==> config.mk <==
export PLATFORM = sky130hd
export DESIGN_NAME = hcctl_host_ctrl
export DESIGN_NICKNAME = d
export VERILOG_FILES = /design/src/hcctl_pkg.sv /design/src/hcctl_host_ctrl.sv /design/src/hcctl_set_clear_bit.sv
export SDC_FILE = /design/constraint.sdc
export NUM_CORES = 1
export LEC_CHECK = 0
export ABC_CLOCK_PERIOD_IN_PS = 2550
export CORE_MARGIN = 5
export CORE_UTILIZATION = 55
export DETAILED_ROUTE_END_ITERATION = 12
export DONT_BUFFER_PORTS = 1
export PLACE_DENSITY = 0.7
export SETUP_SLACK_MARGIN = 0.3
export SLEW_MARGIN = 20
export SYNTH_ARGS = -nofsm -noshare
export SYNTH_HDL_FRONTEND = slang
export SYNTH_HIERARCHICAL = 1
export SYNTH_SLANG_ARGS = --single-unit
==> constraint.sdc <==
create_clock -name clock -period 2.55 [get_ports clock]
set_input_delay 0.3825 -clock clock [delete_from_list [all_inputs] [get_ports clock]]
set_output_delay 0.3825 -clock clock [all_outputs]
set_load 0.005 [all_outputs]
==> src/hcctl_pkg.sv <==
/*
 * Package for the host controller control set/clear register block:
 * offsets, bit positions, reset values, link response codes.
 * Assumes a 32-bit plain register port and a single 200 MHz clock.
 */
package hcctl_pkg;
    localparam logic [7:0] HCCTL_OFF_SET = 8'h50;
    localparam logic [7:0] HCCTL_OFF_CLEAR = 8'h54;
    localparam logic [7:0] HCCTL_OFF_IRQ_STATUS = 8'h58;
    localparam logic [7:0] HCCTL_OFF_IRQ_MASK = 8'h5c;

    localparam int HCCTL_BIT_IMAGE_VALID = 31;
    localparam int HCCTL_BIT_SWAP_DISABLE = 30;
    localparam int HCCTL_BIT_LATE_ACK = 29;
    localparam int HCCTL_BIT_PERMIT = 23;
    localparam int HCCTL_BIT_PHY_ON = 22;
    localparam int HCCTL_BIT_LINK_ON = 17;

    localparam logic HCCTL_PERMIT_DEFAULT = 1'h1;

    // Interrupt status bits
    localparam int HCCTL_IRQ_LATE_ACK = 0;
    localparam int HCCTL_IRQ_FETCH_ERR = 1;
    localparam int HCCTL_IRQ_W = 2;

    // Acknowledge codes offered to the link layer
    typedef enum logic [1:0] {
        HCCTL_ACK_NORMAL = 2'h0,
        HCCTL_ACK_TARDY = 2'h1,
        HCCTL_ACK_TYPE_ERROR = 2'h3,
        HCCTL_ACK_NONE = 2'h2
    } hcctl_ack_t;

    // Response to one incoming request
    typedef enum logic [1:0] {
        HCCTL_IDLE = 2'h0,
        HCCTL_DECIDE = 2'h1,
        HCCTL_ANSWER = 2'h3
    } hcctl_state_t;
endpackage : hcctl_pkg

==> src/hcctl_host_ctrl.sv <==
/*
 * Host controller control register, bits 31 to 20, as a set/clear pair,
 * with the response gating and event flagging it steers.
 * Assumes a one-cycle strobe register port, requests from the link layer
 * as one-cycle pulses, and resets synchronous to clock.
 */
// Operation
// - Register reached at set offset 50h and clear offset 54h.
// - Image valid one: config ROM block reads and atomic update answered.
// - Image valid zero: config ROM block reads get ack_type_error.
// - Bus reset with image valid zero: mapping, header, options not updated.
// - Image valid set only while link on is zero; else ignored.
// - Image valid cleared only by system reset, soft reset, fetch error.
// - Swap disable decides byte swapping of DMA data accesses.
// - Late ack enable makes other async packets get ack_tardy.
// - Every ack_tardy sent sets the ack_tardy event bit.
// - Reserved bits 28-24 and 21-20 read as zero.
// - Enhance permit is read-only, default one, loaded from EEPROM.
// - Enhance permit returned to default one only by global reset.
// - Link on zero disconnects the device from the bus at once.
`timescale 1ns/1ps
module hcctl_host_ctrl
    import hcctl_pkg::*;
(
    input wire logic clock,
    input wire logic sys_rst,
    input wire logic soft_rst,
    input wire logic global_reset,
    input wire logic [7:0] reg_addr,
    input wire logic [31:0] reg_wdata,
    input wire logic reg_write,
    input wire logic reg_read,
    output logic [31:0] reg_rdata,
    input wire logic link_on,
    input wire logic eeprom_load,
    input wire logic eeprom_permit,
    input wire logic fetch_error,
    input wire logic bus_reset,
    input wire logic req_valid,
    input wire logic req_rom_block_read,
    input wire logic req_bus_access,
    output logic [1:0] ack_code,
    output logic ack_valid,
    output logic rom_regs_update,
    output logic phys_rom_enable,
    output logic byte_swap_en,
    output logic phy_enhance_active,
    output logic irq
);
    logic rst;
    logic wr_set;
    logic wr_clear;
    logic config_rom_image_valid;
    logic swap_disable;
    logic late_ack_enable;
    logic phy_enhance_on;
    logic phy_enhance_config_permit_reg;
    logic [HCCTL_IRQ_W-1:0] irq_status_reg;
    logic [HCCTL_IRQ_W-1:0] irq_mask_reg;
    logic [HCCTL_IRQ_W-1:0] irq_event;
    logic [31:0] ctrl_view;
    hcctl_state_t state_reg;
    hcctl_state_t state_next;
    logic rom_req_reg;
    logic bus_req_reg;
    logic tardy_sent;

    // ------------------------------------------------------------
    // Register decode
    // ------------------------------------------------------------
    assign rst = sys_rst || soft_rst;
    assign wr_set = reg_write && (reg_addr == HCCTL_OFF_SET);
    assign wr_clear = reg_write && (reg_addr == HCCTL_OFF_CLEAR);

    // ------------------------------------------------------------
    // Control flags
    // ------------------------------------------------------------
    // Image valid: software may only set it while the link is off, and
    // software cannot clear it; only resets and fetch errors do.
    hcctl_set_clear_bit #(.RESET_VALUE(1'h0)) u_image_valid (
        .clock(clock),
        .rst(rst),
        .set_req(wr_set && reg_wdata[HCCTL_BIT_IMAGE_VALID]),
        .set_allow(!link_on),
        .clear_req(fetch_error),
        .flag_reg(config_rom_image_valid)
    );

    hcctl_set_clear_bit #(.RESET_VALUE(1'h0)) u_swap_disable (
        .clock(clock),
        .rst(rst),
        .set_req(wr_set && reg_wdata[HCCTL_BIT_SWAP_DISABLE]),
        .set_allow(1'h1),
        .clear_req(wr_clear && reg_wdata[HCCTL_BIT_SWAP_DISABLE]),
        .flag_reg(swap_disable)
    );

    hcctl_set_clear_bit #(.RESET_VALUE(1'h0)) u_late_ack (
        .clock(clock),
        .rst(rst),
        .set_req(wr_set && reg_wdata[HCCTL_BIT_LATE_ACK]),
        .set_allow(1'h1),
        .clear_req(wr_clear && reg_wdata[HCCTL_BIT_LATE_ACK]),
        .flag_reg(late_ack_enable)
    );

    hcctl_set_clear_bit #(.RESET_VALUE(1'h0)) u_phy_on (
        .clock(clock),
        .rst(rst),
        .set_req(wr_set && reg_wdata[HCCTL_BIT_PHY_ON]),
        .set_allow(1'h1),
        .clear_req(wr_clear && reg_wdata[HCCTL_BIT_PHY_ON]),
        .flag_reg(phy_enhance_on)
    );

    // Permit bit: untouched by system and soft reset
    always_ff @(posedge clock) begin
        if (global_reset) begin
            phy_enhance_config_permit_reg <= HCCTL_PERMIT_DEFAULT;
        end else if (eeprom_load) begin
            phy_enhance_config_permit_reg <= eeprom_permit;
        end
    end

    // ------------------------------------------------------------
    // Read path
    // ------------------------------------------------------------
    always_comb begin
        ctrl_view = 32'h0000_0000;
        ctrl_view[HCCTL_BIT_IMAGE_VALID] = config_rom_image_valid;
        ctrl_view[HCCTL_BIT_SWAP_DISABLE] = swap_disable;
        ctrl_view[HCCTL_BIT_LATE_ACK] = late_ack_enable;
        ctrl_view[HCCTL_BIT_PERMIT] = phy_enhance_config_permit_reg;
        ctrl_view[HCCTL_BIT_PHY_ON] = phy_enhance_on;
    end

    always_ff @(posedge clock) begin
        if (sys_rst) begin
            reg_rdata <= 32'h0000_0000;
        end else if (reg_read) begin
            case (reg_addr)
                HCCTL_OFF_SET, HCCTL_OFF_CLEAR: begin
                    reg_rdata <= ctrl_view;
                end
                HCCTL_OFF_IRQ_STATUS: begin
                    reg_rdata <= {30'h0000_0000, irq_status_reg};
                end
                HCCTL_OFF_IRQ_MASK: begin
                    reg_rdata <= {30'h0000_0000, irq_mask_reg};
                end
                default: begin
                    reg_rdata <= 32'h0000_0000;
                end
            endcase
        end else begin
            reg_rdata <= 32'h0000_0000;
        end
    end

    // ------------------------------------------------------------
    // Request answering
    // ------------------------------------------------------------
    always_comb begin
        state_next = state_reg;
        case (state_reg)
            HCCTL_IDLE: begin
                if (req_valid && link_on) begin
                    state_next = HCCTL_DECIDE;
                end
            end
            HCCTL_DECIDE: begin
                state_next = HCCTL_ANSWER;
            end
            HCCTL_ANSWER: begin
                state_next = HCCTL_IDLE;
            end
            default: begin
                state_next = HCCTL_IDLE;
            end
        endcase
        if (!link_on) begin
            state_next = HCCTL_IDLE;
        end
    end

    always_ff @(posedge clock) begin
        if (rst) begin
            state_reg <= HCCTL_IDLE;
        end else begin
            state_reg <= state_next;
        end
    end

    always_ff @(posedge clock) begin
        if (rst) begin
            rom_req_reg <= 1'h0;
            bus_req_reg <= 1'h0;
        end else if (state_reg == HCCTL_IDLE && req_valid) begin
            rom_req_reg <= req_rom_block_read;
            bus_req_reg <= req_bus_access;
        end
    end

    always_ff @(posedge clock) begin
        if (rst) begin
            ack_code <= HCCTL_ACK_NONE;
            ack_valid <= 1'h0;
        end else if (state_reg == HCCTL_DECIDE && link_on) begin
            ack_valid <= 1'h1;
            if (rom_req_reg && !config_rom_image_valid) begin
                ack_code <= HCCTL_ACK_TYPE_ERROR;
            end else if (late_ack_enable && !bus_req_reg && !rom_req_reg) begin
                ack_code <= HCCTL_ACK_TARDY;
            end else begin
                ack_code <= HCCTL_ACK_NORMAL;
            end
        end else begin
            ack_code <= HCCTL_ACK_NONE;
            ack_valid <= 1'h0;
        end
    end

    assign tardy_sent = ack_valid && (ack_code == HCCTL_ACK_TARDY);

    // ------------------------------------------------------------
    // Steering outputs
    // ------------------------------------------------------------
    always_ff @(posedge clock) begin
        if (rst) begin
            rom_regs_update <= 1'h0;
            phys_rom_enable <= 1'h0;
            byte_swap_en <= 1'h1;
            phy_enhance_active <= 1'h0;
        end else begin
            rom_regs_update <= bus_reset && config_rom_image_valid && link_on;
            phys_rom_enable <= config_rom_image_valid && link_on;
            byte_swap_en <= !swap_disable;
            phy_enhance_active <= phy_enhance_on && phy_enhance_config_permit_reg;
        end
    end

    // ------------------------------------------------------------
    // Interrupts
    // ------------------------------------------------------------
    always_comb begin
        irq_event = '0;
        irq_event[HCCTL_IRQ_LATE_ACK] = tardy_sent;
        irq_event[HCCTL_IRQ_FETCH_ERR] = fetch_error;
    end

    // Event set wins over a write-one-to-clear in the same cycle
    always_ff @(posedge clock) begin
        if (rst) begin
            irq_status_reg <= '0;
        end else if (reg_write && reg_addr == HCCTL_OFF_IRQ_STATUS) begin
            irq_status_reg <= (irq_status_reg & ~reg_wdata[HCCTL_IRQ_W-1:0]) | irq_event;
        end else begin
            irq_status_reg <= irq_status_reg | irq_event;
        end
    end

    always_ff @(posedge clock) begin
        if (rst) begin
            irq_mask_reg <= '0;
        end else if (reg_write && reg_addr == HCCTL_OFF_IRQ_MASK) begin
            irq_mask_reg <= reg_wdata[HCCTL_IRQ_W-1:0];
        end
    end

    assign irq = |(irq_status_reg & irq_mask_reg);

    // ------------------------------------------------------------
    // Checks
    // ------------------------------------------------------------
    a_image_valid_lock: assert property (@(posedge clock) disable iff (rst)
        (link_on && !config_rom_image_valid && !fetch_error) |=> !config_rom_image_valid)
        else $error("image valid set while link on");

    a_image_valid_hold: assert property (@(posedge clock) disable iff (rst)
        (config_rom_image_valid && !fetch_error) |=> config_rom_image_valid)
        else $error("image valid cleared without cause");

    a_rom_type_err: assert property (@(posedge clock) disable iff (rst)
        (state_reg == HCCTL_DECIDE && link_on && rom_req_reg && !config_rom_image_valid)
        |=> (ack_valid && ack_code == HCCTL_ACK_TYPE_ERROR))
        else $error("rom read not refused");

    a_tardy_event: assert property (@(posedge clock) disable iff (rst)
        tardy_sent |=> irq_status_reg[HCCTL_IRQ_LATE_ACK])
        else $error("tardy event not flagged");

    a_tardy_answer: assert property (@(posedge clock) disable iff (rst)
        (state_reg == HCCTL_DECIDE && link_on && late_ack_enable && !rom_req_reg
        && !bus_req_reg) |=> ack_code == HCCTL_ACK_TARDY)
        else $error("late ack not sent");

    a_reserved_zero: assert property (@(posedge clock) disable iff (sys_rst)
        $past(reg_read) && $past(reg_addr) == HCCTL_OFF_SET
        |-> (reg_rdata[28:24] == 5'h00 && reg_rdata[21:20] == 2'h0))
        else $error("reserved bits not zero");

    a_rom_update_gate: assert property (@(posedge clock) disable iff (rst)
        (bus_reset && !config_rom_image_valid) |=> !rom_regs_update)
        else $error("rom regs updated while invalid");

    a_link_off_quiet: assert property (@(posedge clock) disable iff (rst)
        !link_on |=> (state_reg == HCCTL_IDLE && !ack_valid))
        else $error("activity while link off");

    a_permit_keep: assert property (@(posedge clock)
        (!global_reset && !eeprom_load) |=> $stable(phy_enhance_config_permit_reg))
        else $error("permit changed without cause");

    a_swap_follow: assert property (@(posedge clock) disable iff (rst)
        swap_disable |=> !byte_swap_en)
        else $error("swap not disabled");

    a_swap_on: assert property (@(posedge clock) disable iff (rst)
        !swap_disable |=> byte_swap_en)
        else $error("swap not enabled");

    a_permit_global: assert property (@(posedge clock)
        global_reset |=> phy_enhance_config_permit_reg == HCCTL_PERMIT_DEFAULT)
        else $error("permit not restored by global reset");

    a_permit_load: assert property (@(posedge clock)
        (!global_reset && eeprom_load)
        |=> phy_enhance_config_permit_reg == $past(eeprom_permit))
        else $error("permit not loaded");

    a_rom_phys_gate: assert property (@(posedge clock) disable iff (rst)
        (config_rom_image_valid && link_on) |=> phys_rom_enable)
        else $error("rom responses not enabled");

    a_rom_phys_off: assert property (@(posedge clock) disable iff (rst)
        !config_rom_image_valid |=> !phys_rom_enable)
        else $error("rom responses on while invalid");

    a_status_sticky: assert property (@(posedge clock) disable iff (rst)
        (irq_status_reg[HCCTL_IRQ_LATE_ACK]
        && !(reg_write && reg_addr == HCCTL_OFF_IRQ_STATUS))
        |=> irq_status_reg[HCCTL_IRQ_LATE_ACK])
        else $error("tardy event lost");

    a_rdata_idle: assert property (@(posedge clock) disable iff (sys_rst)
        !reg_read |=> reg_rdata == '0)
        else $error("read data not zero when idle");
endmodule : hcctl_host_ctrl

==> src/hcctl_set_clear_bit.sv <==
/*
 * One read/set/clear flag with its own reset value and a lock on setting.
 * Assumes set and clear strobes come from the register decoder.
 */
`timescale 1ns/1ps
module hcctl_set_clear_bit #(
    parameter logic RESET_VALUE = 1'h0
) (
    input wire logic clock,
    input wire logic rst,
    input wire logic set_req,
    input wire logic set_allow,
    input wire logic clear_req,
    output logic flag_reg
);
    // A set in the same cycle as a clear wins
    always_ff @(posedge clock) begin
        if (rst) begin
            flag_reg <= RESET_VALUE;
        end else if (set_req && set_allow) begin
            flag_reg <= 1'h1;
        end else if (clear_req) begin
            flag_reg <= 1'h0;
        end
    end
endmodule : hcctl_set_clear_bit

==> results.md <==
- Iter 0 DRT Violations: 14
- Top cell type's share of synthesized area: 43.3%
- Number of remaining DRC errors: 0
- Async SR Flop Fraction: 0%
- First-pass GRT wire length: ~3.4 mm
- Worst path slowest cell: or4_1
- Syn_area_per_cell: 9.17 um^2
- Synth top cells by count: 27 x dfxtp_1, 25 x buf_4, 16 x nand2_1
- Fin. Hold Viols: 0
- Max-cap violations: 0
- Clock Tree Buf Depth: 2
- Outcome: finished clean
- Gr usage total: around an eighth
- Fin Setup TNS: 0 ns
- Clock buffer count from CTS: 3
- Hold_buf cts: 0
- Clk root buf: clkbuf_4
- Routed length per instance: roughly 13 um
- Most flops, register: reg_rdata
- CP startpoint kind: primary input
- GR Overflow Total: 0
- Vias in the first global route: ~820
- Port bufs: 0
- Overall routed net length: around 2.3 mm
- Post_cts resized: 0
- Largest net degree at the start of global routing: 16
- Setup Skew: between 0.007 and 0.008 ns
- Area growth from synthesis to layout: -2.91%
- Reg-to-reg startpoint: state_reg[1]$_SDFFE_PP0P_
- Post-synth top flop: dfxtp_1
- CP arrival: approximately 2.0 ns
- Kind of critical path: in2reg
- Hold Path Origin: global_reset
- Synth warnings: 6
- Post-synth EDFFs: 0
- Final nets: 195
- Power Density: approximately 530 nW/um^2
- Sequential area share after synthesis: a little over two fifths
- Clock share of power: 28.1%
- Vias: 838
- Cell area after layout: roughly 1200 um^2
- HPWL Detailed: 1.85 mm
- Slew HR: 57.4%
- Crit path buffers/inverters: 0
- RR Endpoint: bus_req_reg$_SDFFE_PP0P_
- Largest register FFs: 7
- Combinational fraction of design power: approximately 5.7%
- Critical path capture point type: flop
- Final Instance Count excl. Fillers: around 170
- Crit path max-delay family: simple AND/OR/NAND/NOR gates
- Seq cells post-synth: 27
- Die Ht: between 50 and 60 um
- Min-Delay Path Depth: 1
- Post-Syn Instances: between 100 and 150
- Dpl cell area: roughly 1200 um^2
- RSZ-0062 raised after global routing: no
- Reg power frac: ~66%
- Row count: 17
- Int Pwr: between 400 and 500 uW
- Sw Pwr: 149 uW
- Top-count cell post-synth: dfxtp_1
- Die area: approximately 3300 um^2
- GPL Wtd Cong: between 0.7 and 0.8
- CTS sink cnt: 27
- ANT nets after route: 0
- Initial core utilization: 56.9%
- Worst reg-to-reg setup slack: 1.41 ns
- Core Region: roughly 2200 um^2
- Hold path endpoint: phy_enhance_config_permit_reg$_SDFFE_PP1P_
- FF-to-FF path depth: 3
- Fin crit share: about 67%
- CP required: around 2.8 ns
- DR vias/cell: ~5
- H-tree lvl count: 1
- Crit-path max cell delay: 0.62 ns
- Sw Share: between 20% and 30%
- Layout fillers: about 230
- Router iterations before antenna repair: 4
- Fmax: between 500 and 600 MHz
- Post-synthesis cell area: between 1000 and 1500 um^2
- Yosys top cell by area: dfxtp_1
- Leak: 0.000517 uW
- Slew at the pin closest to its max-slew limit: 0.633 ns
- Top post-synthesis cells by area: dfxtp_1 43%, buf_4 15%, mux2i_1 4.8%, nand2_1 4.8%, nor2_1 3.9%
- Final setup viols: 0
- Minimum clock period: around 1.7 ns
- Share of layout cells above drive strength 1: 9.29%
- Critical path cell sequence: or4b_4 -> or4_1 -> nor3b_1 -> nand2_1 -> a21oi_2
- Worst min path class: in2reg
- Slew Limit Fails: 0
- TritonCTS clock tree: yes
- Io pins: 94
- Die extent in x: 57.6 um
- Worst skew pair latency: between 0.3 and 0.4 ns
- Clock transition at path regs: 0.14 ns
- Peak VDD IR: ~0.00028 V
- Initial antenna violation count: 0
- Postcts setup bufs: 0
- ANT cells: 0
- Placed Cells: about 160
- Netlist cell types: 32
- Crit-path max FO: 6
==> power by group through the flow <==
| stage | clock (uW) | sequential [uW] | combinational, uW |
|---|---|---|---|
| 2_1_floorplan | 0 | 437 | 59.7 |
| 3_3_place_gp | 0 | 437 | 34.5 |
| 3_5_place_dp | 0 | 437 | 35.6 |
| 4_1_cts | 187 | 428 | 35.8 |
| 5_1_grt | 210 | 429 | 42.2 |
| 6_report | 181 | 428 | 36.9 |
==> how the worst max path moves through the flow <==
stage	to	startpoint	slack [ns]	cells past startpoint
final	u_image_valid/flag_reg$_SDFFE_PP0P_	reg_addr[1]	0.84	5
after CTS	u_image_valid/flag_reg$_SDFFE_PP0P_	reg_addr[1]	0.84	5
after global routing	u_image_valid/flag_reg$_SDFFE_PP0P_	reg_addr[1]	0.82	5
after floorplan	u_image_valid/flag_reg$_SDFFE_PP0P_	reg_addr[1]	0.59	6
after detailed placement	u_image_valid/flag_reg$_SDFFE_PP0P_	reg_addr[1]	0.50	5
after global placement	u_image_valid/flag_reg$_SDFFE_PP0P_	reg_addr[1]	0.51	5
==> cell type report <==
class,count,area (um^2),share of cell area [%]
Clock buffer,3,22.5,1.86
Tap cell,28,35.0,2.89
Timing Repair Buffer,1,7.51,0.620
Sequential cell,27,541,44.6
Multi-Input combinational cell,104,586,48.3
Inverter,4,15.0,1.24
Clock inverter,1,5.00,0.413
==> through the flow <==
step / setup slack (ns) / total power, uW / util [%] / hold slack [ns]
2_1_floorplan: 0.594 / 496 / - / 0.367
3_3_place_gp: 0.512 / 472 / 54.0 / 0.376
3_5_place_dp: 0.497 / 473 / 54.0 / 0.393
4_1_cts: 0.836 / 651 / 55.3 / 0.147
5_1_grt: 0.819 / 681 / 55.3 / 0.135
6_report: 0.839 / 646 / 55.3 / 0.153
==> logic make-up (layout without fill, tap and decap cells) <==
group | count (synthesis) | count (layout) | synth area share (%)
simple gates | 59 | 59 | 26.4
buf+inv | 31 | 9 | 17.6
flops | 27 | 27 | 43.3
compound gates | 11 | 11 | 7.32
mux | 6 | 6 | 4.81
other cells | 2 | 28 | 0.602
==> layer usage <==
layer,vias up,GRT usage (%),share of wire [%]
li1,400,-,-
met1,396,13.2,35
met2,38,23.5,51
met3,4,5.35,13
met4,0,5.96,1.4
met5,-,0,0
==> cells in the final DEF (no fill, tap or decap), drive strengths merged, types with 2 or more instances in the layout <==
| cell | count |
|---|---|
| conb | 28 |
| nand2 | 16 |
| a21oi | 4 |
| and2 | 6 |
| mux2i | 6 |
| nor4 | 2 |
| nor3b | 2 |
| clkbuf | 3 |
| nand2b | 6 |
| dfxtp | 27 |
| and3 | 2 |
| inv | 4 |
| or4 | 2 |
| nor2 | 13 |
| and4b | 3 |
(Power assumes the default switching activity.)
